**src/verilog/spxf_pkg.sv**
```systemverilog
/*
  Constants, register layouts and types for the serial link block.
  Assumes a single bus clock and a plain strobe register port.
*/
// Contract
// - two control bits pick one of four serial clock configurations
// - polarity bit only inverts the serial clock level
// - both ends use the same phase and polarity settings
// - slave drives its data output only while select is low
// - phase zero: first edge captures msb, select fall starts transfer
// - phase one: first clock edge drives data and starts transfer
// - phase one: slave accepts select held low across bytes
// - master starts on data write, delay independent of phase
// - phase zero idles first half period, phase one starts on edge
// - master clock free-running divider, on only with enable and master
// - master clock edges fall mid low phase of bus clock; here they change on the bus clock rising edge
// - master start within one bit time of data write
// - overflow set at first capture if unread data, new byte lost
// - overflow and mode fault share one error request enable
// - mode fault never set while its enable bit is low
// - mode fault set when select level contradicts the role
// - enabled overflow request can wake the processor
// - receive full cleared by status then data read
// - mode fault cleared by status read then control write
package spxf_pkg;

  localparam logic [1:0] SPXF_ADDR_CTRL = 2'h0;
  localparam logic [1:0] SPXF_ADDR_STAT = 2'h1;
  localparam logic [1:0] SPXF_ADDR_DATA = 2'h2;
  localparam logic [4:0] SPXF_EDGES     = 5'h10;

  typedef struct packed {
    logic rx_irq_enable;
    logic rsv6;
    logic master_select_bit;
    logic clock_polarity_bit;
    logic clock_phase_bit;
    logic rsv2;
    logic link_enable_bit;
    logic transmit_irq_enable;
  } spxf_ctrl_s;

  typedef struct packed {
    logic       error_irq_enable;
    logic       mode_fault_enable;
    logic [1:0] clock_rate_select;
  } spxf_cfg_s;

  localparam spxf_ctrl_s SPXF_CTRL_RST = 8'h28;
  localparam spxf_cfg_s  SPXF_CFG_RST  = 4'h0;

  typedef enum logic {SPXF_IDLE, SPXF_RUN} spxf_state_e;

  // half a serial bit in bus cycles: rates 1, 4, 16, 64
  function automatic logic [6:0] spxf_half(input logic [1:0] rate);
    spxf_half = 7'h01 << {rate, 1'b0};
  endfunction

endpackage

```
**src/verilog/spxf_core.sv**
```systemverilog
/*
  Serial link shift engine with registers, flags and error request.
  Assumes pins synchronous to i_clk and a one-cycle strobe register port.
*/
// The register addresses and the plain strobed port were left to the implementer.
`timescale 1ns/100ps
`default_nettype none
module spxf_core
  import spxf_pkg::*;
(
  input  wire logic       i_clk,
  input  wire logic       i_srst,
  input  wire logic [1:0] i_addr,
  input  wire logic [7:0] i_wdata,
  input  wire logic       i_wr,
  input  wire logic       i_rd,
  output logic [7:0]      o_rdata,
  input  wire logic       i_sck,
  input  wire logic       i_ss_n,
  input  wire logic       i_mosi,
  input  wire logic       i_miso,
  output logic            o_sck,
  output logic            o_sck_oe,
  output logic            o_mosi,
  output logic            o_mosi_oe,
  output logic            o_miso,
  output logic            o_miso_oe,
  output logic            o_err_req,
  output logic            o_rx_req,
  output logic            o_tx_req
);
  spxf_ctrl_s  ctrl, next_ctrl;
  spxf_cfg_s   cfg, next_cfg;
  spxf_state_e state, next_state;
  logic rf, ovf, mode_fault_flag, tx_empty, rf_arm, mode_fault_flag_arm, discard, lvl;
  logic next_rf, next_ovf, next_mode_fault_flag, next_tx_empty;
  logic next_rf_arm, next_mode_fault_flag_arm, next_discard, next_lvl;
  logic [7:0] tx_buf, rx_buf, out_sr, in_sr;
  logic [7:0] next_tx_buf, next_rx_buf, next_out_sr, next_in_sr;
  logic [4:0] cnt, next_cnt, k;
  logic ss_q, sck_q, tick;
  logic mst, en, sel, edge_ev, smp, fault_now, bit_in, busy;
  logic [7:0] next_rdata;

  assign mst  = ctrl.master_select_bit;
  assign en   = ctrl.link_enable_bit;
  assign sel  = !i_ss_n;
  assign busy = (state == SPXF_RUN);

  spxf_rate_div u_div (
    .i_clk  (i_clk),
    .i_srst (i_srst),
    .i_run  (en && mst),
    .i_rate (cfg.clock_rate_select),
    .o_tick (tick)
  );

  //////////////////////////////////////////////////////////////////////
  always_comb begin
    next_ctrl     = ctrl;
    next_cfg      = cfg;
    next_state    = state;
    next_rf       = rf;
    next_ovf      = ovf;
    next_mode_fault_flag     = mode_fault_flag;
    next_tx_empty = tx_empty;
    next_rf_arm   = rf_arm;
    next_mode_fault_flag_arm = mode_fault_flag_arm;
    next_discard  = discard;
    next_lvl      = lvl;
    next_tx_buf   = tx_buf;
    next_rx_buf   = rx_buf;
    next_out_sr   = out_sr;
    next_in_sr    = in_sr;
    next_cnt      = cnt;
    k             = cnt + 5'h01;
    smp           = 1'b0;
    bit_in        = mst ? i_miso : i_mosi;
    edge_ev       = mst ? tick : ((sck_q ^ i_sck) && sel);
    fault_now = en && (mst ? sel : (busy && !sel));

    // bus side effects, clears first so later sets win
    if (i_rd && i_addr == SPXF_ADDR_STAT) begin
      next_rf_arm   = rf || ovf;
      next_mode_fault_flag_arm = mode_fault_flag;
    end
    if (i_rd && i_addr == SPXF_ADDR_DATA && rf_arm) begin
      next_rf     = 1'b0;
      next_ovf    = 1'b0;
      next_rf_arm = 1'b0;
    end
    if (i_wr && i_addr == SPXF_ADDR_CTRL) begin
      next_ctrl      = spxf_ctrl_s'(i_wdata);
      next_ctrl.rsv6 = 1'b0;
      next_ctrl.rsv2 = 1'b0;
      if (mode_fault_flag_arm && !fault_now) begin
        next_mode_fault_flag = 1'b0;
      end
      next_mode_fault_flag_arm = 1'b0;
    end
    if (i_wr && i_addr == SPXF_ADDR_STAT) begin
      next_cfg = spxf_cfg_s'({i_wdata[6], i_wdata[2:0]});
    end
    if (i_wr && i_addr == SPXF_ADDR_DATA) begin
      next_tx_buf   = i_wdata;
      next_tx_empty = 1'b0;
      next_ctrl.transmit_irq_enable = 1'b0;
    end

    unique case (state)
      SPXF_IDLE: begin
        next_lvl = 1'b0;
        // master starts on next divider tick
        if (mst && tick && !tx_empty) begin
          next_state    = SPXF_RUN;
          next_out_sr   = tx_buf;
          next_tx_empty = 1'b1;
          next_cnt      = 5'h00;
        // select fall starts phase zero slave
        end else if (!mst && !ctrl.clock_phase_bit && ss_q && sel) begin
          next_state = SPXF_RUN;
          next_cnt   = 5'h00;
          if (!tx_empty) begin
            next_out_sr   = tx_buf;
            next_tx_empty = 1'b1;
          end
        // first clock edge starts phase one slave
        // select may stay low between bytes
        end else if (!mst && ctrl.clock_phase_bit && edge_ev) begin
          next_state = SPXF_RUN;
          next_cnt   = 5'h01;
          if (!tx_empty) begin
            next_out_sr   = tx_buf;
            next_tx_empty = 1'b1;
          end
        end
      end
      SPXF_RUN: begin
        if (edge_ev) begin
          // phase zero first half idle, phase one edge first
          next_lvl = !lvl;
          next_cnt = k;
          smp      = ctrl.clock_phase_bit ? !k[0] : k[0];
          if (smp) begin
            next_in_sr = {in_sr[6:0], bit_in};
            if (k <= 5'h02) begin
              next_discard = rf;
              if (rf) begin
                next_ovf = 1'b1;
              end
            end
          end else if (k != 5'h01) begin
            next_out_sr = {out_sr[6:0], 1'b0};
          end
          if (k == SPXF_EDGES) begin
            next_state = SPXF_IDLE;
            if (!next_discard) begin
              next_rx_buf = next_in_sr;
              next_rf     = 1'b1;
            end
          end
        end
        if (!mst && !sel) begin
          next_state = SPXF_IDLE;
        end
      end
    endcase

    if (fault_now && cfg.mode_fault_enable) begin
      next_mode_fault_flag = 1'b1;
      if (mst) begin
        next_state = SPXF_IDLE;
      end
    end
    if (!en) begin
      next_state    = SPXF_IDLE;
      next_tx_empty = 1'b1;
      next_lvl      = 1'b0;
      next_cnt      = 5'h00;
    end
  end

  always_ff @(posedge i_clk) begin
    if (i_srst) begin
      ctrl     <= SPXF_CTRL_RST;
      cfg      <= SPXF_CFG_RST;
      state    <= SPXF_IDLE;
      rf       <= 1'b0;
      ovf      <= 1'b0;
      mode_fault_flag     <= 1'b0;
      tx_empty <= 1'b1;
      rf_arm   <= 1'b0;
      mode_fault_flag_arm <= 1'b0;
      discard  <= 1'b0;
      lvl      <= 1'b0;
      tx_buf   <= 8'h00;
      rx_buf   <= 8'h00;
      out_sr   <= 8'h00;
      in_sr    <= 8'h00;
      cnt      <= 5'h00;
      ss_q     <= 1'b1;
      sck_q    <= 1'b0;
    end else begin
      ctrl     <= next_ctrl;
      cfg      <= next_cfg;
      state    <= next_state;
      rf       <= next_rf;
      ovf      <= next_ovf;
      mode_fault_flag     <= next_mode_fault_flag;
      tx_empty <= next_tx_empty;
      rf_arm   <= next_rf_arm;
      mode_fault_flag_arm <= next_mode_fault_flag_arm;
      discard  <= next_discard;
      lvl      <= next_lvl;
      tx_buf   <= next_tx_buf;
      rx_buf   <= next_rx_buf;
      out_sr   <= next_out_sr;
      in_sr    <= next_in_sr;
      cnt      <= next_cnt;
      ss_q     <= i_ss_n;
      sck_q    <= i_sck;
    end
  end

  //////////////////////////////////////////////////////////////////////
  // read data and pins
  always_comb begin
    next_rdata = 8'h00;
    if (i_rd) begin
      unique case (i_addr)
        SPXF_ADDR_CTRL: next_rdata = ctrl;
        SPXF_ADDR_STAT: next_rdata = {rf, cfg.error_irq_enable, ovf, mode_fault_flag,
                                      tx_empty, cfg.mode_fault_enable,
                                      cfg.clock_rate_select};
        SPXF_ADDR_DATA: next_rdata = rx_buf;
        default:        next_rdata = 8'h00;
      endcase
    end
  end

  always_ff @(posedge i_clk) begin
    if (i_srst) begin
      o_rdata   <= 8'h00;
      o_sck     <= 1'b0;
      o_sck_oe  <= 1'b0;
      o_mosi    <= 1'b0;
      o_mosi_oe <= 1'b0;
      o_miso    <= 1'b0;
      o_miso_oe <= 1'b0;
      o_err_req <= 1'b0;
      o_rx_req  <= 1'b0;
      o_tx_req  <= 1'b0;
    end else begin
      o_rdata   <= next_rdata;
      o_sck     <= next_ctrl.clock_polarity_bit ^ next_lvl;
      // clock driven only as enabled master
      o_sck_oe  <= next_ctrl.link_enable_bit && next_ctrl.master_select_bit;
      o_mosi    <= next_out_sr[7];
      o_mosi_oe <= next_ctrl.link_enable_bit && next_ctrl.master_select_bit;
      o_miso    <= next_out_sr[7];
      o_miso_oe <= next_ctrl.link_enable_bit &&
                   !next_ctrl.master_select_bit && sel;
      o_err_req <= next_cfg.error_irq_enable && (next_ovf || next_mode_fault_flag);
      o_rx_req  <= next_ctrl.rx_irq_enable && next_rf &&
                   next_ctrl.link_enable_bit;
      o_tx_req  <= next_ctrl.transmit_irq_enable && next_tx_empty;
    end
  end
endmodule // spxf_core
`default_nettype wire

```
**src/verilog/spxf_rate_div.sv**
```systemverilog
/*
  Free-running serial clock divider for the master role.
  Assumes rate changes only while the link is disabled.
*/
`timescale 1ns/100ps
`default_nettype none
module spxf_rate_div
  import spxf_pkg::*;
(
  input  wire logic       i_clk,
  input  wire logic       i_srst,
  input  wire logic       i_run,
  input  wire logic [1:0] i_rate,
  output logic            o_tick
);
  logic [6:0] cnt;
  logic [6:0] next_cnt;
  logic       next_tick;

  always_comb begin
    next_cnt  = 7'h00;
    next_tick = 1'b0;
    if (i_run) begin
      if (cnt + 7'h01 >= spxf_half(i_rate)) begin
        next_tick = 1'b1;
      end else begin
        next_cnt = cnt + 7'h01;
      end
    end
  end

  always_ff @(posedge i_clk) begin
    if (i_srst) begin
      cnt    <= 7'h00;
      o_tick <= 1'b0;
    end else begin
      cnt    <= next_cnt;
      o_tick <= next_tick;
    end
  end
endmodule // spxf_rate_div
`default_nettype wire
```
**config.mk**
```make
export PLATFORM = sky130hd
export DESIGN_NAME = spxf_core
export DESIGN_NICKNAME = d
export VERILOG_FILES = /design/src/verilog/spxf_pkg.sv /design/src/verilog/spxf_core.sv /design/src/verilog/spxf_rate_div.sv
export SDC_FILE = /design/constraint.sdc
export NUM_CORES = 1
export LEC_CHECK = 0
export ABC_CLOCK_PERIOD_IN_PS = 3800
export BUFFER_PORTS_ARGS = -buffer_cell sky130_fd_sc_hd__clkbuf_2
export CAP_MARGIN = 40
export CORE_UTILIZATION = 60
export DETAILED_ROUTE_END_ITERATION = 8
export GPL_TIMING_DRIVEN = 1
export PLACE_DENSITY_LB_ADDON = 0.2
export SYNTH_ARGS = -nofsm -noshare
export SYNTH_HDL_FRONTEND = slang
export SYNTH_SLANG_ARGS = --single-unit
export TNS_END_PERCENT = 1
```
**constraint.sdc**
```tcl
create_clock -name i_clk -period 3.8 [get_ports i_clk]
set_input_delay 0.38 -clock i_clk [delete_from_list [all_inputs] [get_ports i_clk]]
set_output_delay 0.38 -clock i_clk [all_outputs]
set_load 0.02 [all_outputs]
```
==> impl_metrics.csv, run 1 <==
group,metric,value,unit
final_layout,fin_nets,476,
synth,synth_top_cell_by_area,"dfxtp_1",
timing,max_freq,0.406,GHz
final_layout,layout-drive-gt1-share,0.184,
power,clock_power_share,0.414,
job,cap_violations,0,
drt,drt_iter0_drc,203,
clock_network,cts_buffer_depth,2,
floorplan,die_w,81.6,um
placement,io_buffers,34,
placement,hpwl,5820,um
clock_network,htreeDepth,3,
clock_network,clock_latency,0.35,ns
timing,slew_headroom,0.458,
final_layout,layout_common_cells,"dfxtp_1, nand2_1, nor2_1",
floorplan,num_rows,28,
synth,synth-async-reset-ratio,0,
drt,firstDrtPassIters,5,
placement,dp.cells,513,
drt,drc,0,
grt,grt_pass1_wl,13100,um
timing,worst_slack,1.34,ns
clock_network,cts_tree,"done",
placement,place_ws,1.39,ns
timing,tightest_slew,0.811,ns
floorplan,die-area,6660,um2
grt,grt_pass1_vias,2758,
clock_network,cts_made_buffers,9,
worst_setup_path,critPathMaxFanout,15,
drt,vias_per_cell,5.97,
worst_setup_path,slowest_stage,"dfxtp_1",
power,p_switching,368,uW
final_layout,nFillCells,463,
floorplan,fp.dieH,81.6,um
timing,finalSetupTns,0,ns
worst_setup_path,crit_arrival,2.69,ns
timing,maxSlewViolCount,0,
power,seq_power_share,0.532,
timing,whs,0.276,ns
final_layout,instances_no_fill,527,
timing,clock_skew,0.0107,ns
grt,grt_usage,0.258,
worst_setup_path,critical_path_class,"reg2reg",
synth,syn_avg_cell_area,8.98,um2
clock_network,cts_resized,0,
drt,wl_per_cell,15.7,um
grt,antenna_found_initial,0,
worst_setup_path,slowest_delay,0.62,ns
worst_setup_path,regToRegStartpoint,"cnt[0]$_SDFFE_PP0P_",
synth,synth_area_leaders,"dfxtp_1, mux2i_1, nand2_1",
status,status,"completed",
clock_network,cts_root_buf,"clkbuf_8",
final_layout,syn_to_final_growth,9.94,%
timing,fin_crit,2.46,ns
worst_hold_path,hp-start,"i_wdata[4]",
synth,synthCells,423,
final_layout,layout_commonest_cell,"dfxtp_1",
drt,antenna_left,0,
final_layout,regArea,1600,um2
timing,rsz0062_at_grt,"false",
synth,yosysTopAreaCellShare,0.421,
grt,grt_max_degree,48,
power,p_leak,0.00159,uW
synth,synth_fp_nets,450,
clock_network,cts-hold-fix-buffers,0,
synth,yosysUniqueCellTypes,58,
clock_network,cts_setup_buffers,0,
synth,synth.yosys.seq_area_share,0.421,
floorplan,core,6030,um2
clock_network,clk_pin_slew,0.09,ns
worst_setup_path,crit_path_start,"cnt[0]$_SDFFE_PP0P_",
drt,via_count,3146,
power,p_comb_frac,0.054,
grt,grt_overflow,0,
timing,hold_viol,0,
synth,ys_warn_count,0,
power,intPower,1240,uW
worst_setup_path,startpoint_type,"register",
synth,synthFlopType,"dfxtp_1",
power,cellPowerDensity,385,nW/um2
final_layout,antenna_cells,0,
worst_setup_path,required,4.03,ns
timing,fin_crit_sh,0.648,
worst_setup_path,cp_cell_sequence,"inv_1 -> ha_1 -> nor2b_1 -> nor4_2 -> a211o_4 -> nand2_1 -> mux2_2",
synth,synth_edf_count,0,
floorplan,io_pins,35,
clock_network,numClockSinks,80,
placement,routabilityCongestion,0.826,
synth,synth_seq_cells,80,
floorplan,start_util,0.631,
power,ir_drop,0.325,mV
power,switching_share,0.229,
drt,drt_wl_total,8250,um
final_layout,multiInputGateArea,2040,um2
synth,syn_area,3800,um2
worst_hold_path,hold_path.class,"in2reg",
timing,setup_viol,0,
worst_setup_path,end_kind,"register",
critical path: cells and delay by family, from the launching register on:
family          cells  cell delay (ns)
buf+inv             1             0.13
compound gates      1             0.45
flops               1             0.62
mux                 1             0.35
simple gates        3             0.49
fa+ha+maj           1             0.32
flip-flops by register name, indices dropped and copies added (netlist names), 4 cells and up:
register   cells
tx_buf         8
out_sr         8
in_sr          8
cnt            5
rx_buf         8
ctrl           4
o_rdata        8
cfg            4
u_div.cnt      7
metal layers:
metal  up-vias  routed length, um  track usage  share of wire
li1       1547                  -            -              -
met1      1487               3790        0.343           0.46
met2        98               3970        0.428           0.48
met3        14                372       0.0400          0.045
met4         0                120       0.0825          0.015
met5         -                  0            0              0
through the flow:
| stage | power [uW] | utilization | instance area (um2) |
|---|---|---|---|
| 2_1_floorplan | 932 | - | 3800 |
| 3_3_place_gp | 959 | 0.658 | 3960 |
| 3_5_place_dp | 962 | 0.659 | 3970 |
| 4_1_cts | 1620 | 0.693 | 4180 |
| 5_1_grt | 1670 | 0.693 | 4180 |
| 6_report | 1610 | 0.693 | 4180 |
worst paths after layout:
| kind | endpoint | slack (ns) | cells past startpoint |
|---|---|---|---|
| hold / removal | tx_buf[4]$_SDFFE_PP0P_ | 0.28 | 3 |
| setup reg to reg | rx_buf[0]$_SDFFE_PP0P_ | 1.34 | 7 |
| setup / recovery | rx_buf[0]$_SDFFE_PP0P_ | 1.34 | 7 |
| hold reg to reg | out_sr[6]$_SDFFE_PP0P_ | 0.46 | 2 |
cell type report:
type	instances	share of cell area
Sequential cell	80	0.383
Multi-Input combinational cell	312	0.488
Inverter	7	0.00629
Clock inverter	5	0.0201
Timing Repair Buffer	39	0.0497
Clock buffer	9	0.0296
Tap cell	75	0.0225
Yosys cell counts, types with 5 or more instances:
master and count:
dfxtp_1 80, nand2_1 56, nor2_1 40, a21oi_1 39, mux2i_1 28, nand3_1 22, clkbuf_1 12, o21ai_0 11
nand2b_1 10, nor2b_1 10, ha_1 9, a311oi_2 7, inv_1 7, o211ai_1 7, buf_4 6, nor3_1 6
and2_1 5
power groups by stage:
stage	sequential (uW)	clock, uW	combinational [uW]
floorplan	874	0	58.0
global placement	876	0	83.2
detailed placement	877	0	85.7
CTS	857	674	86.0
global route	859	714	94.5
finish	857	667	86.3
logic make-up (layout without fill, tap and decap cells):
kind of cell | count (synthesis) | in the layout | share of synthesized area
buffers and inverters | 31 | 60 | 0.0415
flip-flops | 80 | 80 | 0.421
multiplexers | 31 | 31 | 0.0826
AO/OA/AOI/OAI | 94 | 94 | 0.182
adder cells (fa/ha/maj) | 9 | 9 | 0.0296
AND/OR/NAND/NOR | 169 | 169 | 0.215
XOR/XNOR | 9 | 9 | 0.0277
No activity file was read; power rests on OpenSTA's default activity.
==> run 2: changes to the inputs <==
Settings changed: ABC_CLOCK_PERIOD_IN_PS 3800 to 2440, CORE_UTILIZATION 60 to 59.
Clock period 3.8 ns to 2.44 ns, I/O delays scaled along.
==> run 2 against run 1 <==
Cell count grew 1.5%; via count shrank 1.7%; highest routed layer unchanged; largest cell class unchanged; sequential share of layout area shrank 0.25 points.
==> impl_metrics.csv, run 2 (synthesis results as in run 1) <==
group,metric,value,unit
grt,antenna_found_initial,0,
clock_network,cts-hold-fix-buffers,0,
worst_setup_path,crit_arrival,2.46,ns
clock_network,htreeDepth,3,
placement,hpwl,5940,um
floorplan,fp.dieH,82.3,um
worst_setup_path,ff2ff_path_depth,7,
drt,drt_iter0_drc,228,
worst_setup_path,critPathMaxFanout,15,
power,cellPowerDensity,571,nW/um2
worst_hold_path,hp-start,"i_wdata[3]",
timing,clock_skew,0.00893,ns
grt,grt_max_degree,48,
floorplan,die_w,82.3,um
worst_setup_path,r2r-end,"rx_buf[0]$_SDFFE_PP0P_",
drt,vias_per_cell,5.78,
timing,fin_crit_sh,0.907,
final_layout,syn_to_final_growth,10.7,%
timing,tightest_slew,0.531,ns
final_layout,fin_nets,482,
clock_network,cts_tree,"done",
placement,dp.cells,519,
clock_network,numClockSinks,80,
clock_network,clock_latency,0.35,ns
worst_setup_path,regToRegStartpoint,"cnt[1]$_SDFFE_PP0P_",
status,status,"completed",
timing,max_freq,0.452,GHz
timing,rsz0062_at_grt,"false",
grt,grt_pass1_wl,13100,um
job,cap_violations,0,
timing,maxSlewViolCount,0,
worst_setup_path,critical_path_class,"reg2reg",
final_layout,layout-drive-gt1-share,0.198,
floorplan,die-area,6770,um2
clock_network,cts_root_buf,"clkbuf_8",
grt,grt_pass1_vias,2852,
timing,slew_headroom,0.646,
clock_network,cts_resized,0,
grt,grt_overflow,0,
drt,drt_wl_total,8100,um
timing,fin_crit,2.21,ns
floorplan,io_pins,35,
worst_setup_path,rrSetupSlack,0.23,ns
clock_network,cts_setup_buffers,0,
clock_network,cts_buffer_depth,2,
grt,grt_usage,0.256,
final_layout,antenna_cells,0,
timing,setup_viol,0,
floorplan,core,6060,um2
worst_hold_path,whs_path_depth,3,
power,p_leak,0.00161,uW
worst_hold_path,min_to,"tx_buf[3]$_SDFFE_PP0P_",
power,ir_drop,0.384,mV
final_layout,layout_common_cells,"dfxtp_1, nand2_1, nor2_1",
worst_setup_path,required,2.68,ns
final_layout,instances_no_fill,535,
final_layout,nFillCells,490,
clock_network,clk_pin_slew,0.09,ns
floorplan,num_rows,28,
drt,firstDrtPassIters,4,
floorplan,start_util,0.627,
placement,io_buffers,34,
placement,routabilityCongestion,0.810,
clock_network,cts_made_buffers,9,
timing,finalSetupTns,0,ns
drt,drc,0,
drt,via_count,3092,
worst_setup_path,end_kind,"register",
final_layout,layout_commonest_cell,"dfxtp_1",
drt,wl_per_cell,15.1,um
timing,hold_viol,0,
worst_setup_path,startpoint_type,"register",
worst_hold_path,hold_path.class,"in2reg",
drt,antenna_left,0,
-- run 2: changes by cell type in the layout (fill, tap and decap cells not counted) --
cell / change
clkinv_4: +1
buf_4: +6
inv_8: +1
bufinv_16: -2
clkbuf_8: +1
inv_6: +1
-- run 2: power breakdown --
| group | internal [uW] | switching, uW | leakage (uW) |
|---|---|---|---|
| Combinational | 50.6 | 85.5 | 0.000876 |
| Sequential | 1320 | 14.3 | 0.000647 |
| Clock | 411 | 520 | 0.0000910 |
-- run 2: layout make-up --
cell class / instances / area [um2] / share of cell area
Multi-Input combinational cell: 312 / 2040 / 0.485
Sequential cell: 80 / 1600 / 0.381
Clock inverter: 6 / 52.6 / 0.0125
Tap cell: 75 / 93.8 / 0.0223
Clock buffer: 10 / 138 / 0.0327
Inverter: 7 / 26.3 / 0.00625
Timing Repair Buffer: 45 / 253 / 0.0601
-- run 2: worst max-delay path by stage --
stage | from | cells after the start | end
detailed placement | cnt[1]$_SDFFE_PP0P_ | 7 | rx_buf[0]$_SDFFE_PP0P_
CTS | cnt[1]$_SDFFE_PP0P_ | 7 | rx_buf[0]$_SDFFE_PP0P_
global route | u_div.cnt[0]$_SDFF_PP0_ | 9 | u_div.cnt[6]$_SDFF_PP0_
floorplan | cnt[0]$_SDFFE_PP0P_ | 8 | rx_buf[0]$_SDFFE_PP0P_
global placement | cnt[1]$_SDFFE_PP0P_ | 7 | rx_buf[0]$_SDFFE_PP0P_
finish | cnt[1]$_SDFFE_PP0P_ | 7 | rx_buf[0]$_SDFFE_PP0P_
-- run 2: critical path, cell delays in order (launching register included) --
cell     delay, ns
dfxtp_1       0.44
inv_1         0.09
ha_1          0.30
nor2b_1       0.24
nor4_2        0.08
a211o_4       0.45
nand2_1       0.16
mux2_2        0.34
-- run 2: per-layer routing --
metal	wire [um]	vias up	GRT usage	share of wire
li1	-	1553	-	-
met1	3800	1442	0.333	0.47
met2	3850	87	0.423	0.47
met3	353	10	0.0374	0.044
met4	99	0	0.107	0.012
met5	0	-	0	0
-- run 2: stage by stage --
stage	total power (uW)	instance area, um2	hold slack (ns)	utilization	setup slack [ns]
after detailed placement	1500	4020	0.448	0.662	0.242
after floorplan	1450	3800	0.321	-	0.361
after global routing	2470	4210	0.129	0.694	0.0681
final	2400	4210	0.118	0.694	0.226
after global placement	1500	4020	0.441	0.662	0.314
after CTS	2410	4210	0.108	0.694	0.221
